$ cat src/rtl/scwl_pkg.sv
// constants, field layout and timing shared by both ends of the serial control word loader
// assumes a 250 MHz hclk on both ends and a host-made serial clock
// Functional notes
// - device shifts data on each serial clock rise
// - strobe rise loads word into addressed latch
// - host keeps clock, data low around strobe
// - only last 24 shifted bits are kept
// - 24-bit words, most significant bit first
// - port accepts words active or in standby
// - host sends all four words, or one
// - address 111 is test latch, avoid it
// - test mode cleared by all-zero test word
// - host clears test latch after power-up
// - bits 10-9 amp level, nonzero enables modulation
// - bit 11 oscillator enable, resets zero
// - bit 12 synthesizer loop enable, resets zero
// - mode0 control word is bank0, mode1 bank1
// - bits 21-0 of frequency words are tuning
// - mode0 control bits 20-13 are fsk shift
// - mode1 control bits 20-18 are boost factor
// - mode1 control bit 17 divider 256/512
// - mode1 control bit 16 modulation select, keep 0
// - mode pin switches between the two banks
// - latch contents kept through standby
// - sleep pin low powers blocks down
package scwl_pkg;
   localparam int WORD_W = 24;
   localparam int ADDR_HI = 23;
   localparam int ADDR_LO = 21;
   localparam logic [2:0] ADDR_FREQ0 = 3'h0;
   localparam logic [2:0] ADDR_FREQ1 = 3'h1;
   localparam logic [2:0] ADDR_CTRL1 = 3'h2;
   localparam logic [2:0] ADDR_CTRL0 = 3'h3;
   localparam logic [2:0] ADDR_TEST = 3'h7;
   localparam int TUNE_HI = 21;
   localparam int TUNE_W = 22;
   localparam int AMP_HI = 10;
   localparam int AMP_LO = 9;
   localparam int OSC_BIT = 11;
   localparam int LOOP_BIT = 12;
   localparam int DEV_HI = 20;
   localparam int DEV_LO = 13;
   localparam int ACC_HI = 20;
   localparam int ACC_LO = 18;
   localparam int DIV_BIT = 17;
   localparam int MOD_BIT = 16;
   localparam int TEST_HI = 20;
   localparam logic [WORD_W-1:0] WORD_RST = 24'h000000;
   localparam logic [WORD_W-1:0] TEST_CLEAR_WORD = 24'he00000;
   // timing
   localparam int CLK_MHZ = 250;
   localparam int SCLK_HALF_NS = 32;
   localparam int SCLK_HALF_CYC = (SCLK_HALF_NS * CLK_MHZ + 999) / 1000;
   localparam int STROBE_NS = 64;
   localparam int STROBE_CYC = (STROBE_NS * CLK_MHZ + 999) / 1000;
   // host register map
   localparam logic [7:0] REG_WORD = 8'h00;
   localparam logic [7:0] REG_CTRL = 8'h04;
   localparam logic [7:0] REG_STATUS = 8'h08;
   localparam int CTRL_MODE_BIT = 0;
   localparam int CTRL_WAKE_BIT = 1;
   localparam logic [1:0] CTRL_RST = 2'h0;
   localparam int STAT_BUSY_BIT = 0;
   typedef enum logic [2:0] {SCWL_IDLE, SCWL_LOW, SCWL_HIGH, SCWL_PRE, SCWL_STRB, SCWL_POST} scwl_state_t;
endpackage

$ cat src/rtl/scwl_if.sv
// three-wire serial programming link plus mode and sleep pins
// host drives every wire; the device only listens
`timescale 1ns/1ps
interface scwl_if;
   logic sclk;
   logic sdata;
   logic strobe;
   logic mode_pin;
   logic sleep_pin;
   modport dev (input sclk, input sdata, input strobe, input mode_pin, input sleep_pin);
   modport host (output sclk, output sdata, output strobe, output mode_pin, output sleep_pin);
endinterface

$ cat src/rtl/scwl_device.sv
// device end: serial shift register, address-decoded latches, bank selection
// assumes link pins are asynchronous to hclk and the host keeps its side of the link
`timescale 1ns/1ps
module scwl_device
(
   // clock and reset
   input wire logic hclk,
   input wire logic hresetn,
   // link
   scwl_if.dev link,
   // active bank controls
   output logic bank_sel,
   output logic blocks_powered,
   output logic [1:0] amp_level,
   output logic tx_mod_enable,
   output logic oscillator_enable,
   output logic loop_enable,
   output logic [scwl_pkg::TUNE_W-1:0] tuning_value,
   // shared controls
   output logic [scwl_pkg::DEV_HI-scwl_pkg::DEV_LO:0] fsk_shift,
   output logic [scwl_pkg::ACC_HI-scwl_pkg::ACC_LO:0] acquisition_boost_factor,
   output logic feedback_divide_select,
   output logic modulation_select,
   output logic test_mode
);
   import scwl_pkg::*;

   typedef struct packed {
      logic [1:0] sclk_s;
      logic [1:0] data_s;
      logic [1:0] strb_s;
      logic [1:0] mode_s;
      logic [1:0] sleep_s;
      logic sclk_q;
      logic strb_q;
      logic [WORD_W-1:0] shift;
      logic [WORD_W-1:0] freq0;
      logic [WORD_W-1:0] freq1;
      logic [WORD_W-1:0] ctrl0;
      logic [WORD_W-1:0] ctrl1;
      logic [TEST_HI:0] test;
      logic bank;
      logic powered;
      logic [1:0] amp;
      logic mod_en;
      logic osc_en;
      logic loop_en;
      logic [TUNE_W-1:0] tune;
      logic [DEV_HI-DEV_LO:0] dev;
      logic [ACC_HI-ACC_LO:0] acc;
      logic div_sel;
      logic mod_sel;
      logic test_on;
   } scwl_dev_state_t;

   scwl_dev_state_t st_r;
   scwl_dev_state_t st_nxt;
   logic sclk_rise;
   logic strb_rise;
   logic [WORD_W-1:0] sel_ctrl;
   logic [WORD_W-1:0] sel_freq;
   logic awake;

   always_comb
   begin
      st_nxt = st_r;
      // two-stage synchronisers; only the second stage, index 1, is read further on
      st_nxt.sclk_s = {st_r.sclk_s[0], link.sclk};
      st_nxt.data_s = {st_r.data_s[0], link.sdata};
      st_nxt.strb_s = {st_r.strb_s[0], link.strobe};
      st_nxt.mode_s = {st_r.mode_s[0], link.mode_pin};
      st_nxt.sleep_s = {st_r.sleep_s[0], link.sleep_pin};
      st_nxt.sclk_q = st_r.sclk_s[1];
      st_nxt.strb_q = st_r.strb_s[1];
      sclk_rise = st_r.sclk_s[1] & ~st_r.sclk_q;
      strb_rise = st_r.strb_s[1] & ~st_r.strb_q;

      // shifting is independent of the sleep pin
      if (sclk_rise)
      begin
         // first bit ends up at the top; older bits fall off
         st_nxt.shift = {st_r.shift[WORD_W-2:0], st_r.data_s[1]};
      end

      // latches move only here, never while shifting
      if (strb_rise)
      begin
         unique case (st_r.shift[ADDR_HI:ADDR_LO])
            ADDR_FREQ0: st_nxt.freq0 = st_r.shift;
            ADDR_FREQ1: st_nxt.freq1 = st_r.shift;
            ADDR_CTRL1: st_nxt.ctrl1 = st_r.shift;
            ADDR_CTRL0: st_nxt.ctrl0 = st_r.shift;
            ADDR_TEST: st_nxt.test = st_r.shift[TEST_HI:0];
            default: st_nxt.test = st_r.test;
         endcase
      end

      // bank selection follows the mode pin at any time, not tied to the link
      st_nxt.bank = st_r.mode_s[1];
      awake = st_r.sleep_s[1];
      st_nxt.powered = awake;
      sel_ctrl = st_r.mode_s[1] ? st_r.ctrl1 : st_r.ctrl0;
      sel_freq = st_r.mode_s[1] ? st_r.freq1 : st_r.freq0;

      // in standby the enables drop but the latches keep their words
      if (awake)
      begin
         st_nxt.amp = sel_ctrl[AMP_HI:AMP_LO];
         st_nxt.mod_en = |sel_ctrl[AMP_HI:AMP_LO];
         st_nxt.osc_en = sel_ctrl[OSC_BIT];
         st_nxt.loop_en = sel_ctrl[LOOP_BIT];
      end
      else
      begin
         st_nxt.amp = 2'h0;
         st_nxt.mod_en = 1'b0;
         st_nxt.osc_en = 1'b0;
         st_nxt.loop_en = 1'b0;
      end
      st_nxt.tune = sel_freq[TUNE_HI:0];
      st_nxt.dev = st_r.ctrl0[DEV_HI:DEV_LO];
      st_nxt.acc = st_r.ctrl1[ACC_HI:ACC_LO];
      st_nxt.div_sel = st_r.ctrl1[DIV_BIT];
      st_nxt.mod_sel = st_r.ctrl1[MOD_BIT];
      // any nonzero test payload keeps test mode on
      st_nxt.test_on = |st_r.test;
   end

   always_ff @(posedge hclk or negedge hresetn)
   begin
      if (!hresetn)
      begin
         st_r <= '0;
      end
      else
      begin
         st_r <= st_nxt;
      end
   end

   assign bank_sel = st_r.bank;
   assign blocks_powered = st_r.powered;
   assign amp_level = st_r.amp;
   assign tx_mod_enable = st_r.mod_en;
   assign oscillator_enable = st_r.osc_en;
   assign loop_enable = st_r.loop_en;
   assign tuning_value = st_r.tune;
   assign fsk_shift = st_r.dev;
   assign acquisition_boost_factor = st_r.acc;
   assign feedback_divide_select = st_r.div_sel;
   assign modulation_select = st_r.mod_sel;
   assign test_mode = st_r.test_on;
endmodule // scwl_device

$ cat src/flat_wrapper.sv
// flat-port wrapper written by rule: the top's interface ports become plain ports
module scwl_device_flat import scwl_pkg::*;
  (hclk, hresetn, bank_sel, blocks_powered, amp_level, tx_mod_enable, oscillator_enable, loop_enable, tuning_value, fsk_shift, acquisition_boost_factor, feedback_divide_select, modulation_select, test_mode, link_sclk, link_sdata, link_strobe, link_mode_pin, link_sleep_pin);
  scwl_if link_i ();
  input wire logic hclk;
  input wire logic hresetn;
  output logic bank_sel;
  output logic blocks_powered;
  output logic [1:0] amp_level;
  output logic tx_mod_enable;
  output logic oscillator_enable;
  output logic loop_enable;
  output logic [scwl_pkg::TUNE_W-1:0] tuning_value;
  output logic [scwl_pkg::DEV_HI-scwl_pkg::DEV_LO:0] fsk_shift;
  output logic [scwl_pkg::ACC_HI-scwl_pkg::ACC_LO:0] acquisition_boost_factor;
  output logic feedback_divide_select;
  output logic modulation_select;
  output logic test_mode;
  input wire logic [$bits(link_i.sclk)-1:0] link_sclk;
  input wire logic [$bits(link_i.sdata)-1:0] link_sdata;
  input wire logic [$bits(link_i.strobe)-1:0] link_strobe;
  input wire logic [$bits(link_i.mode_pin)-1:0] link_mode_pin;
  input wire logic [$bits(link_i.sleep_pin)-1:0] link_sleep_pin;
  assign link_i.sclk = link_sclk;
  assign link_i.sdata = link_sdata;
  assign link_i.strobe = link_strobe;
  assign link_i.mode_pin = link_mode_pin;
  assign link_i.sleep_pin = link_sleep_pin;
  scwl_device u_core (.hclk(hclk), .hresetn(hresetn), .link(link_i), .bank_sel(bank_sel), .blocks_powered(blocks_powered), .amp_level(amp_level), .tx_mod_enable(tx_mod_enable), .oscillator_enable(oscillator_enable), .loop_enable(loop_enable), .tuning_value(tuning_value), .fsk_shift(fsk_shift), .acquisition_boost_factor(acquisition_boost_factor), .feedback_divide_select(feedback_divide_select), .modulation_select(modulation_select), .test_mode(test_mode));
endmodule
$ cat config.mk
export PLATFORM = sky130hd
export DESIGN_NAME = scwl_device_flat
export DESIGN_NICKNAME = d
export VERILOG_FILES = /design/src/rtl/scwl_pkg.sv /design/src/rtl/scwl_if.sv /design/src/rtl/scwl_device.sv /design/src/flat_wrapper.sv
export SDC_FILE = /design/constraint.sdc
export NUM_CORES = 1
export LEC_CHECK = 0
export ABC_AREA = 1
export BUFFER_PORTS_ARGS = -buffer_cell sky130_fd_sc_hd__buf_4
export CAP_MARGIN = 20
export CORE_AREA = 8 8 133 135
export CTS_CLUSTER_SIZE = 40
export DETAILED_ROUTE_END_ITERATION = 8
export DIE_AREA = 0 0 141 143
export PLACE_DENSITY_LB_ADDON = 0.08
export SLEW_MARGIN = 20
export SYNTH_ARGS = -nofsm -noshare
export SYNTH_HDL_FRONTEND = slang
export SYNTH_SLANG_ARGS = --single-unit
export TNS_END_PERCENT = 10
$ cat constraint.sdc
create_clock -name hclk -period 2.65 [get_ports hclk]
set_input_delay 0.53 -clock hclk [delete_from_list [all_inputs] [get_ports hclk]]
set_output_delay 0.53 -clock hclk [all_outputs]
set_load 0.01 [all_outputs]
# After elaboration in Yosys (flattened, before gate mapping)
# Index checks and enable logic that the tools add are counted.
word_totals:
  wordCells: 44
  inputBits: 7
  register_bits: 186
classes:
  n_reduce_logical: 8
  eq_ne: 4
  n_bitwise: 4
  mux: 3
ops:
  columns: ["cell", "count"]
  rows:
  - ["2-to-1 mux 22 bit", 1]
  - ["OR reduction 21 bit", 1]
  - ["2-to-1 mux 13 bit", 1]
  - ["AND reduction 2 bit", 5]
  - ["== test 3 x 2 -> 1 bit (second input constant)", 2]
  - ["2-to-1 mux 5 bit", 1]
  - ["== test 3 x 1 -> 1 bit (second input constant)", 1]
  - ["== test 3 bit (second input constant)", 1]
  - ["logical NOT 3 bit", 1]
  - ["bitwise AND 1 bit", 2]
  - ["inverter 1 bit", 2]
  - ["OR reduction 2 bit", 1]

# Longest topological paths before layout
depth:
  depth_word: 3
  mapped_depth: 7
  mapped_depth_nobuf: 5

# Worst setup path after synthesis
# Ideal clock, no wire load.
synth_path:
  path_kind: "register to register"
  from: "register u_core.st_r[184] (netlist bit)"
  to: "register u_core.st_r[148] (netlist bit)"
  path_slack_ns: 1.431
  path_stages_with_launch: 8
  synth_period_minus_slack_ns: 1.219
  t_arrival_ns: 1.154
  path_cell_list: "dfrtp_1 -> inv_2 -> nand2_1 -> buf_2 -> nor2_1 -> buf_2 -> nand2_1 -> nand2_1"
synth_via:
  elab_chain_len: 3
synth_lines:
  columns: ["element", "line_no", "rtl"]
  rows:
  - ["start, declared", "scwl_device.sv:56", "scwl_dev_state_t st_r;"]
  - ["start signal, assigned", "scwl_device.sv:137", "st_r <= st_nxt;"]
  - ["inverter 1 bit", "scwl_device.sv:76", "strb_rise = st_r.strb_s[1] & ~st_r.strb_q;"]
  - ["bitwise AND 1 bit", "scwl_device.sv:76", null]
  - ["AND reduction 2 bit (no source line)", null, null]
# No other way between the ends.
# A chain may end at the register's enable or synchronous reset.

# Final worst setup path
layout_path:
  from: "register u_core.st_r[181] (netlist bit)"
  to: "register u_core.st_r[43] (netlist bit)"
layout_via:
  elab_chain_len: 2
layout_lines:
  columns: ["element", "line_no", "rtl"]
  rows:
  - ["== test 3 bit", "scwl_device.sv:88", "unique case (st_r.shift[ADDR_HI:ADDR_LO])"]
  - ["AND reduction 2 bit (no source line)", null, null]
# No other way between the ends.

==> implementation parameters <==
Parameter                              Value

Status
  Result of the run    complete, no violations

Layout
  Fin cells    between 900 and 1,000
  Antenna cells    0
  Area overhead of the layout relative to synthesis    15.9%
  Total Nets Final    705
  Post-Layout Inst Area    7380 um2
  Share of layout cells above drive strength 1    0.148
  Utilization after layout    0.473
  Layout filler cell count    1,468

Clock network
  Setup Fix Bufs, Post-CTS    0
  Post-CTS Hold Fix Bufs    0
  Clock Path Buffers    2
  Clk sink count    165
  Clk slew on worst S/H paths    0.06 ns
  Root buf cell    sky130_fd_sc_hd__clkbuf_16
  Number of gates given a new drive strength after cts    0
  Number of buffers inserted during clock tree synthesis    17
  Clock latency at the later pin of the worst-skew pair    around 0.42 ns
  Number of H-tree branching levels    4
  Clock tree from TritonCTS    done

Route
  Vias    4,283
  WL per Instance    15.3 um
  Number of violations reported at the end of detailed-routing iteration 0    around 180
  Antenna-violating nets left    0
  Via density per instance    4.62
  Number of remaining DRC errors    0
  Wirelength, routed    14,200 um
  Pre-Repair DR Iteration Count    5

GRT
  GR Layer Usage met3    0.0327
  Initial antenna violation count    0
  Maximum number of pins on one net before global-route repair    63
  Wire length of the first global-routing pass    23,900 um
  Overflow after GRT    0
  Met2 Usage GRT    0.251
  Overall Global Routing Usage    0.153
  Global-route met1 utilization    0.195
  Via count of the first global-routing pass    4,390
  Most used routing layer in global routing    met2

Power and ir drop
  Worst vdd rail ir drop    0.448 mV
  Overall power after layout    6.18 mW
  Leakage power figure    4.08 nW
  Power per cell area    ~840 nW/um2

Setup path
  Library cell contributing the largest single delay on the critical path    sky130_fd_sc_hd__nor2_4
  Start-to-end type of the worst setup path    register to register
  Largest incremental delay on the critical path    0.52 ns
  Maximum fanout count along the critical path    24
  List of cells traversed by the critical path    nand3_2 > nor2_4 > o21ai_0
  Required time at the endpoint of the critical path    2.93 ns
  Worst setup SP type    register
  Capturing element type of the critical path    register
  Data arrival time of the critical path    1.90 ns
  Critical path startpoint    u_core.st_r[181]
  Reg2Reg Launch Point    u_core.st_r[181]

Timing
  Final count of pins violating max slew    0
  Hold Worst Slack    0.108 ns
  Setup clock skew after layout    0.00892 ns
  Minimum period implied by the final worst setup slack    between 1.5 and 2 ns
  Setup repair after global routing missed its margin    no
  Maximum clock frequency    616 MHz
  Max transition margin    0.344
  Final worst-path cycle share    0.613
  Worst Setup Slack, final    between 1 and 1.5 ns
  Number of setup violations in the final report    0
  Setup TNS    0 ns
  Final Hold Vio Count    0
  Transition at the pin with the smallest max-transition slack    0.984 ns

Floorplanning
  Initial cell density of the core    0.408
  DIE AREA    20,200 um2
  Standard-cell row count    46
  Placeable core region    15,600 um2
  Vert. Die Dim    143 um
  Overall die width    141 um
  Boundary Pins    50

Synthesis
  Syn Nets    686
  Average instance area after synthesis    ~9.4 um2
  Syn Inst Count    a little under 700
  Post-Synthesis Cell Area    6370 um2
  Portion of netlist area occupied by mux cells    0
  Xor and xnor area share after synthesis    0
  Combinational family with the most area after synthesis    simple AND/OR/NAND/NOR gates
  Compound-Gate Fraction of Synth Area    0.0228
  Simple-gate share of the synthesized area    0.258
  Post-Synth Adder-Cell Area    0
  Flops & latches, synth    165
  Count of distinct cell types in the synthesized netlist    16
  Warnings, synthesis    0
  Share of the yosys chip area belonging to registers    0.648

Placement
  Port buffer count    49
  Gpl congestion    about 0.8
  Post-place setup slack    between 0.9 and 1 ns
  Placed instance area    just under 7000 um2
  Post-detail-place hpwl    8710 um
  Number of placed cells counting well taps    about 900

Flow run
  Total of max-cap violations    0

Worst hold path
  Worst min-delay path class    primary input to async pin
[cells in the final DEF, fill, tap and decap left out, drive strengths merged]
cell type | netlist | routed
nand2 | 307 | 307
o21ai | 28 | 28
a21oi | 1 | 1
buf | 52 | 65
dfrtp | 165 | 165
bufinv | 0 | 3
inv | 14 | 14
clkinv | 0 | 3
nor2 | 30 | 30
or2 | 1 | 1
clkbuf | 13 | 24
nand3 | 68 | 68
clkinvlp | 0 | 2
[where the power goes]
part | total, mW | switching [mW] | internal (mW)
Clock | 2.56 | 0.959 | 1.60
Sequential | 3.00 | 0.216 | 2.78
Combinational | 0.620 | 0.381 | 0.238
Total | 6.18 | 1.56 | 4.63
[state kept, by name (all words and copies together), names as in the netlist]
register,count
u_core.loop_enable,1
u_core.oscillator_enable,1
u_core.tuning_value,22
u_core.amp_level,2
u_core.modulation_select,1
u_core.st_r,100
u_core.tx_mod_enable,1
u_core.test_mode,1
u_core.acquisition_boost_factor,3
u_core.awake,1
u_core.fsk_shift,8
u_core.blocks_powered,1
u_core.feedback_divide_select,1
u_core.st_nxt,21
u_core.bank_sel,1
[synth_stat cells, drive strengths merged]
cell type	n	share of area
nand2	307	0.18
dfrtp	165	0.65
nand3	68	0.055
buf	52	0.055
nor2	30	0.021
o21ai	28	0.022
inv	14	0.0083
clkbuf	13	0.0077
a21oi	1	0.00079
or2	1	0.00098
[final cells by class]
| class | count | area, um2 | area share |
|---|---|---|---|
| inverter | 14 | 52.6 | 0.00712 |
| clock buffer | 24 | 502 | 0.0680 |
| clock inverter | 8 | 120 | 0.0163 |
| multi-input combinational | 435 | 1790 | 0.242 |
| timing repair buffer | 65 | 517 | 0.0700 |
| tap | 216 | 270 | 0.0366 |
| sequential | 165 | 4130 | 0.560 |
[worst max-delay path: cells and delay by family (launching register included)]
kind	cells	cell delay [ns]
DFF	1	0.47
AOI/OAI and AO/OA	1	0.15
and+or+nand+nor	2	0.86
[final timing paths]
check | endpoint | slack, ns | depth (start not counted)
min in group hclk | u_core.st_nxt[195] | 0.22 | 1
worst min-delay path | u_core.st_r[116] | 0.11 | 1
max in group asynchronous | u_core.st_r[176] | 1.83 | 2
worst min register to register | u_core.awake | 0.35 | 0
worst max-delay path | u_core.st_r[43] | 1.03 | 3
worst max register to register | u_core.st_r[43] | 1.03 | 3
[cell families after synthesis]
kind of cell           count (synthesis)
AOI/OAI and AO/OA                     29
buffers and inverters                 79
DFF                                  165
and+or+nand+nor                      406
[layer usage]
layer | vias up | share of wire | wire length [um]
met2 | 56 | 0.50 | 7090
met3 | 14 | 0.030 | 431
met4 | 0 | 0.014 | 192
li1 | 2122 | - | -
met5 | - | 0 | 0
met1 | 2091 | 0.46 | 6500
(Power assumes the default switching activity.)
